$ cat src/shared/regulator_output_config_pkg.sv
// register map, field layout and reset values of the regulator output configuration bank
package regulator_output_config_pkg;
   localparam int unsigned ADDR_W = 8;
   localparam int unsigned DATA_W = 8;
   localparam logic [7:0] SECOND_CONVERTER_VOLTAGE_OFS = 8'h07;
   localparam logic [7:0] LINEAR_REG0_CONTROL_OFS      = 8'h08;
   localparam logic [7:0] LINEAR_REG1_CONTROL_OFS      = 8'h09;
   localparam logic [7:0] LINEAR_REG0_VOLTAGE_OFS      = 8'h0A;
   localparam logic [7:0] LINEAR_REG1_VOLTAGE_OFS      = 8'h0B;
   // control and voltage register fields
   localparam int unsigned RUN_BIT       = 0;
   localparam int unsigned PIN_GATE_BIT  = 1;
   localparam int unsigned DISCHARGE_BIT = 2;
   localparam int unsigned CTRL_RSV_LSB  = 3;
   localparam int unsigned LIN_CODE_W    = 5;
   localparam int unsigned VOLT_RSV_LSB  = 5;
   // reset values
   localparam logic [7:0] SECOND_CONVERTER_VOLTAGE_RST = 8'hA4;
   localparam logic [7:0] LINEAR_REG0_CONTROL_RST      = 8'h07;
   localparam logic [7:0] LINEAR_REG1_CONTROL_RST      = 8'h04;
   localparam logic [7:0] LINEAR_REG0_VOLTAGE_RST      = 8'h19;
   localparam logic [7:0] LINEAR_REG1_VOLTAGE_RST      = 8'h02;
   // code range limits, levels and steps
   localparam logic [7:0] CONV_CODE_MIN    = 8'h14;
   localparam logic [7:0] CONV_FINE_LAST   = 8'h17;
   localparam logic [7:0] CONV_MID_LAST    = 8'h9D;
   localparam logic [4:0] LIN_CODE_MAX     = 5'h19;
   localparam int unsigned CONV_BASE_MV    = 700;
   localparam int unsigned CONV_MID_MV     = 735;
   localparam int unsigned CONV_HIGH_MV    = 1420;
   localparam int unsigned CONV_FINE_STEP  = 10;
   localparam int unsigned CONV_MID_STEP   = 5;
   localparam int unsigned CONV_HIGH_STEP  = 20;
   localparam int unsigned LIN_BASE_MV     = 800;
   localparam int unsigned LIN_STEP_MV     = 100;
endpackage : regulator_output_config_pkg

$ cat src/hw/regulator_output_config_regs.sv
// regulator output configuration register bank with enable pin gating
`timescale 1ns/1ps
module regulator_output_config_regs
(
   input  wire logic                                         clk_i,
   input  wire logic                                         rst_b_i,
   input  wire logic                                         wr_en_i,
   input  wire logic                                         rd_en_i,
   input  wire logic [regulator_output_config_pkg::ADDR_W-1:0] addr_i,
   input  wire logic [regulator_output_config_pkg::DATA_W-1:0] wdata_i,
   input  wire logic                                         enable_pin_i,
   output logic      [regulator_output_config_pkg::DATA_W-1:0] rdata_o,
   output logic                                              rvalid_o,
   output logic      [7:0]                                   second_converter_voltage_code_o,
   output logic      [11:0]                                  second_converter_mv_o,
   output logic                                              lin0_on_o,
   output logic                                              lin1_on_o,
   output logic                                              lin0_discharge_o,
   output logic                                              lin1_discharge_o,
   output logic      [4:0]                                   lin0_voltage_code_o,
   output logic      [4:0]                                   lin1_voltage_code_o,
   output logic      [11:0]                                  lin0_mv_o,
   output logic      [11:0]                                  lin1_mv_o
);
   import regulator_output_config_pkg::*;

   typedef struct packed {
      logic [7:0]  conv_code;
      logic [7:0]  lin0_ctrl;
      logic [7:0]  lin1_ctrl;
      logic [7:0]  lin0_volt;
      logic [7:0]  lin1_volt;
      logic [7:0]  rdata;
      logic        rvalid;
      logic        lin0_on;
      logic        lin1_on;
      logic        lin0_dis;
      logic        lin1_dis;
      logic [11:0] conv_mv;
      logic [11:0] lin0_mv;
      logic [11:0] lin1_mv;
   } state_t;

   logic   rst_sync1_q;
   logic   rst_sync2_q;
   state_t s_q;
   state_t s_d;

   always_ff @(posedge clk_i or negedge rst_b_i) begin
      if (!rst_b_i) begin
         rst_sync1_q <= 1'b0;
         rst_sync2_q <= 1'b0;
      end else begin
         rst_sync1_q <= 1'b1;
         rst_sync2_q <= rst_sync1_q;
      end
   end

   // converter code to millivolts
   function automatic logic [11:0] conv_to_mv(input logic [7:0] code);
      logic [11:0] mv;
      mv = '0;
      if (code < CONV_CODE_MIN) begin
         mv = 12'(CONV_BASE_MV); // reserved codes clamp to lowest level
      end else if (code <= CONV_FINE_LAST) begin
         mv = 12'(CONV_BASE_MV + CONV_FINE_STEP * (32'(code) - 32'(CONV_CODE_MIN)));
      end else if (code <= CONV_MID_LAST) begin
         mv = 12'(CONV_MID_MV + CONV_MID_STEP * (32'(code) - 32'(CONV_FINE_LAST) - 1));
      end else begin
         mv = 12'(CONV_HIGH_MV + CONV_HIGH_STEP * (32'(code) - 32'(CONV_MID_LAST) - 1));
      end
      return mv;
   endfunction : conv_to_mv

   function automatic logic [11:0] lin_to_mv(input logic [4:0] code);
      logic [4:0] c;
      c = (code > LIN_CODE_MAX) ? LIN_CODE_MAX : code; // reserved codes clamp
      return 12'(LIN_BASE_MV + LIN_STEP_MV * 32'(c));
   endfunction : lin_to_mv

   function automatic logic lin_run(input logic [7:0] ctrl, input logic pin);
      if (ctrl[PIN_GATE_BIT]) begin
         return ctrl[RUN_BIT] & pin;
      end else begin
         return ctrl[RUN_BIT];
      end
   endfunction : lin_run

   // derived outputs match the reset registers with enable_pin_i low: both regulators off, discharge per bit
   localparam state_t STATE_RST = '{
      conv_code: SECOND_CONVERTER_VOLTAGE_RST,
      lin0_ctrl: LINEAR_REG0_CONTROL_RST,
      lin1_ctrl: LINEAR_REG1_CONTROL_RST,
      lin0_volt: LINEAR_REG0_VOLTAGE_RST,
      lin1_volt: LINEAR_REG1_VOLTAGE_RST,
      lin0_dis:  LINEAR_REG0_CONTROL_RST[DISCHARGE_BIT],
      lin1_dis:  LINEAR_REG1_CONTROL_RST[DISCHARGE_BIT],
      conv_mv:   conv_to_mv(SECOND_CONVERTER_VOLTAGE_RST),
      lin0_mv:   lin_to_mv(LINEAR_REG0_VOLTAGE_RST[LIN_CODE_W-1:0]),
      lin1_mv:   lin_to_mv(LINEAR_REG1_VOLTAGE_RST[LIN_CODE_W-1:0]),
      default:   '0
   };

   always_comb begin
      s_d = s_q;
      s_d.rvalid = 1'b0;
      if (wr_en_i) begin
         case (addr_i)
            SECOND_CONVERTER_VOLTAGE_OFS: s_d.conv_code = wdata_i;
            LINEAR_REG0_CONTROL_OFS:      s_d.lin0_ctrl = wdata_i;
            LINEAR_REG1_CONTROL_OFS:      s_d.lin1_ctrl = wdata_i;
            LINEAR_REG0_VOLTAGE_OFS:      s_d.lin0_volt = wdata_i;
            LINEAR_REG1_VOLTAGE_OFS:      s_d.lin1_volt = wdata_i;
            default: ;
         endcase
      end
      if (rd_en_i) begin
         s_d.rvalid = 1'b1;
         case (addr_i)
            SECOND_CONVERTER_VOLTAGE_OFS: s_d.rdata = s_q.conv_code;
            LINEAR_REG0_CONTROL_OFS:      s_d.rdata = s_q.lin0_ctrl;
            LINEAR_REG1_CONTROL_OFS:      s_d.rdata = s_q.lin1_ctrl;
            LINEAR_REG0_VOLTAGE_OFS:      s_d.rdata = s_q.lin0_volt;
            LINEAR_REG1_VOLTAGE_OFS:      s_d.rdata = s_q.lin1_volt;
            default:                      s_d.rdata = 8'h00;
         endcase
      end
      s_d.lin0_on  = lin_run(s_d.lin0_ctrl, enable_pin_i);
      s_d.lin1_on  = lin_run(s_d.lin1_ctrl, enable_pin_i);
      s_d.lin0_dis = s_d.lin0_ctrl[DISCHARGE_BIT] & ~s_d.lin0_on;
      s_d.lin1_dis = s_d.lin1_ctrl[DISCHARGE_BIT] & ~s_d.lin1_on;
      s_d.conv_mv  = conv_to_mv(s_d.conv_code);
      s_d.lin0_mv  = lin_to_mv(s_d.lin0_volt[LIN_CODE_W-1:0]);
      s_d.lin1_mv  = lin_to_mv(s_d.lin1_volt[LIN_CODE_W-1:0]);
   end

   always_ff @(posedge clk_i or negedge rst_sync2_q) begin
      if (!rst_sync2_q) begin
         s_q <= STATE_RST;
      end else begin
         s_q <= s_d;
      end
   end

   assign rdata_o                         = s_q.rdata;
   assign rvalid_o                        = s_q.rvalid;
   assign second_converter_voltage_code_o = s_q.conv_code;
   assign second_converter_mv_o           = s_q.conv_mv;
   assign lin0_on_o                       = s_q.lin0_on;
   assign lin1_on_o                       = s_q.lin1_on;
   assign lin0_discharge_o                = s_q.lin0_dis;
   assign lin1_discharge_o                = s_q.lin1_dis;
   assign lin0_voltage_code_o             = s_q.lin0_volt[LIN_CODE_W-1:0];
   assign lin1_voltage_code_o             = s_q.lin1_volt[LIN_CODE_W-1:0];
   assign lin0_mv_o                       = s_q.lin0_mv;
   assign lin1_mv_o                       = s_q.lin1_mv;
endmodule : regulator_output_config_regs

$ cat config.mk
export PLATFORM = sky130hd
export DESIGN_NAME = regulator_output_config_regs
export DESIGN_NICKNAME = d
export VERILOG_FILES = /design/src/shared/regulator_output_config_pkg.sv /design/src/hw/regulator_output_config_regs.sv
export SDC_FILE = /design/constraint.sdc
export NUM_CORES = 1
export LEC_CHECK = 0
export ABC_AREA = 0
export BUFFER_PORTS_ARGS = -buffer_cell sky130_fd_sc_hd__buf_2
export CORE_MARGIN = 5
export CORE_UTILIZATION = 40
export CTS_CLUSTER_DIAMETER = 50
export DETAILED_ROUTE_END_ITERATION = 8
export PLACE_DENSITY = 0.54
export SYNTH_ARGS = -nofsm -noshare
export SYNTH_HDL_FRONTEND = slang
export SYNTH_SLANG_ARGS = --single-unit
export TNS_END_PERCENT = 30
$ cat constraint.sdc
create_clock -name clk_i -period 3.46 [get_ports clk_i]
set_clock_uncertainty 0.1 [all_clocks]
set_input_delay 0.692 -clock clk_i [delete_from_list [all_inputs] [get_ports clk_i]]
set_output_delay 0.692 -clock clk_i [all_outputs]
set_load 0.02 [all_outputs]
==> results_dict.tcl <==
set metrics [dict create \
    status "finished, violations left" \
    violations "setup timing" \
    cp-startpoint "addr_i[6]" \
    final-hold-violation-count 0 \
    ys.flop_type "dfrtp_1" \
    rows 49 \
    worst-r2r-setup-slack_ns -0.75 \
    cts.root.buffer_cell "clkbuf_16" \
    cts_buffers 9 \
    endpoint_kind "flop" \
    final_common_cell "buf_4" \
    dpl_worst_slack_ns -2.06 \
    max_cap_viol_count 0 \
    grt_use_met3 0.0377 \
    cp-endpoint "second_converter_mv_o[10]" \
    ys_ff_latch 87 \
    cp_max_fo 4 \
    dpl.hpwl_um 16400 \
    synth.distinct_cells 71 \
    seq_area_mm2 0.00222 \
    drt_iter0_drc 260 \
    busiest_layer "met2" \
    num_io_pins 88 \
    grt_pass1_wl_um 33200 \
    met2_usage 0.365 \
    drc 0 \
    overflow 0 \
    slew-limit-headroom 0.524 \
    layout_common_cells "buf_4, buf_2, dfrtp_1" \
    synth-edff-count 0 \
    portBuffers 83 \
    worstHoldPathType "reg2async" \
    fin_ws_ns -1.53 \
    fin_nets 1092 \
    routabilityCongestion 0.887 \
    period_share 1.44 \
    powerDensity_mw_per_mm2 428 \
    wl_um 20600 \
    min_period_ns 4.99 \
    rsz0062_at_grt "true" \
    worstSetupPathType "in2reg" \
    path_clk_slew_ns 0.07 \
    syn-cell-area_mm2 0.00723 \
    syn_area_per_cell_um2 9.87 \
    final_area_mm2 0.0103 \
    synth_warnings 0 \
    syn_inst 733 \
    grt_usage 0.203 \
    vias 6058 \
    fin_util 0.576 \
    drt_pass1_iterations 4 \
    cts_max_path_buffers 2 \
    routedWlPerCell_um 17.0 \
    dieArea_mm2 0.0209 \
    required_ns 3.64 \
    ant_nets 0 \
    worstPathArrival_ns 5.17 \
    worstMarginPinSlew_ns 0.712 \
    die_w_um 144 \
    synth_top_family_by_area "adder cells" \
    ir_drop_mv 0.276 \
    synth_mux_area_frac 0.0865 \
    synthAdderAreaFrac 0.168 \
    syn_to_final_growth_pct 42.6 \
    multiInputGateArea_mm2 0.00517 \
    max_freq_mhz 200 \
    p_leak_nw 5.14 \
    final_cell_count_no_fill 1213 \
    synthArstFlopShare 1.00 \
    initial_core_util 0.404 \
    core_mm2 0.0179 \
    clock_latency_ns 0.36 \
    r2r_start "second_converter_voltage_code_o[1]" \
    grt_max_degree 37 \
    antenna_found_initial 0 \
    finalSetupViolations 21 \
    grt_pass1_vias 6587 \
    tritoncts "built" \
    rr_worst_depth 23 \
    synth-xor-area-share 0.107 \
    vias_per_cell 4.99 \
    die_y_um 144 \
    drive_gt1_frac 0.532 \
    dp_cells 1173 \
    synth_simple_gate_area_frac 0.115 \
    r2r_end "second_converter_mv_o[9]" \
    placed_area_mm2 0.00904 \
    synth-compound-area-share 0.117 \
    ys_seq_area_frac 0.306 \
    grt_use_met1 0.240 \
    h-tree-depth 3 \
    fill_cells 1551 \
    final_max_slew_viol_count 0 \
    clock-sinks 87 \
    diodes 0 \
    start_kind "primary input" \
]
==> critical path, stage by stage <==
cell,delay (ns)
buf_6,0.09
or4_4,0.57
nor3_4,0.21
mux2_4,0.34
ha_4,0.17
nand2_2,0.05
nor4_2,0.04
a31oi_1,0.13
buf_4,0.17
xnor2_2,0.06
o21ai_1,0.15
o2111ai_2,0.15
xor2_2,0.20
fa_2,0.38
ha_4,0.29
xor2_2,0.19
ha_4,0.25
buf_4,0.14
nor3_2,0.11
nor2_1,0.08
a31o_2,0.21
a21oi_2,0.14
xnor2_1,0.12
mux2i_1,0.09
a21oi_1,0.15
==> what timing repair did <==
action,CTS,global route
hold buffers,1,0
setup endpoints to repair,21,24
resized for setup,65,77
endpoints found under the hold margin,2,0
pin swaps,52,58
buffers inserted,12,12
==> metrics by stage <==
stage	power [mW]	hold slack [ns]	TNS, ns
after CTS	4.27	0.181	-19.63
after detailed placement	3.11	0.175	-31.76
final	4.41	0.165	-19.30
after global routing	4.70	0.211	-23.28
after floorplan	2.41	0.231	-25.88
after global placement	3.07	0.174	-29.53
==> synth_stat cells, types with 8 or more instances <==
cell type / number / area, um2
a21o_1: 15 / 113
a21oi_1: 34 / 170
buf_4: 63 / 473
dfrtp_1: 59 / 1480
dfstp_2: 28 / 736
fa_1: 9 / 180
ha_1: 83 / 1040
inv_1: 49 / 184
mux2_2: 33 / 372
mux2i_1: 18 / 180
nand2_1: 38 / 143
nand3_1: 9 / 45.0
nor2_1: 49 / 184
nor2b_1: 8 / 50.1
nor3_1: 14 / 70.1
o21ai_0: 19 / 95.1
xnor2_1: 64 / 561
xor2_1: 19 / 166
==> kinds of logic after synthesis <==
| logic type | Yosys count |
|---|---|
| DFF | 87 |
| xor gates and xnor gates | 86 |
| buffers and inverters | 127 |
| other | 2 |
| adders and majority gates | 92 |
| AOI/OAI and AO/OA | 126 |
| and+or+nand+nor | 158 |
| muxes | 55 |
==> routing by layer <==
layer	part of all wire	up-vias
li1	-	2974
met1	0.40	2941
met2	0.53	114
met3	0.039	29
met4	0.028	0
met5	0	-
==> report_power, final <==
group	switching, mW	internal (mW)	leakage, nW	total (mW)
logic	1.11	1.12	3.93	2.23
clock network	0.448	0.569	0.144	1.02
registers	0.0402	1.12	1.06	1.16
total	1.60	2.81	5.14	4.41
==> sequential cells by signal, summed over array words and instances, names as in the netlist <==
signal and flops:
lin1_mv_o 10, lin0_mv_o 10, lin1_voltage_code_o 5, lin0_voltage_code_o 5
lin1_on_o 1, second_converter_mv_o 12, lin0_on_o 1, second_converter_voltage_code_o 8
rvalid_o 1, rdata_o 8, s_q 22, rst_sync2_q 1
lin1_discharge_o 1, lin0_discharge_o 1, rst_sync1_q 1
==> worst min path at each step <==
stage	endpoint	slack [ns]	depth (start not counted)
floorplan	rst_sync2_q	0.23	0
detailed placement	lin1_mv_o[10]	0.18	0
CTS	s_q[79]	0.18	0
global placement	lin1_mv_o[10]	0.17	0
finish	s_q[79]	0.17	0
global route	lin1_mv_o[10]	0.21	0
==> layout make-up <==
cell class / count / share of cell area
clock buffer: 9 / 0.0218
clock inverter: 7 / 0.00764
inverter: 53 / 0.0195
multi-input combinational: 522 / 0.501
sequential: 87 / 0.215
tap: 229 / 0.0278
timing repair buffer: 306 / 0.208
Note: power is estimated with default switching activity, not from simulation.
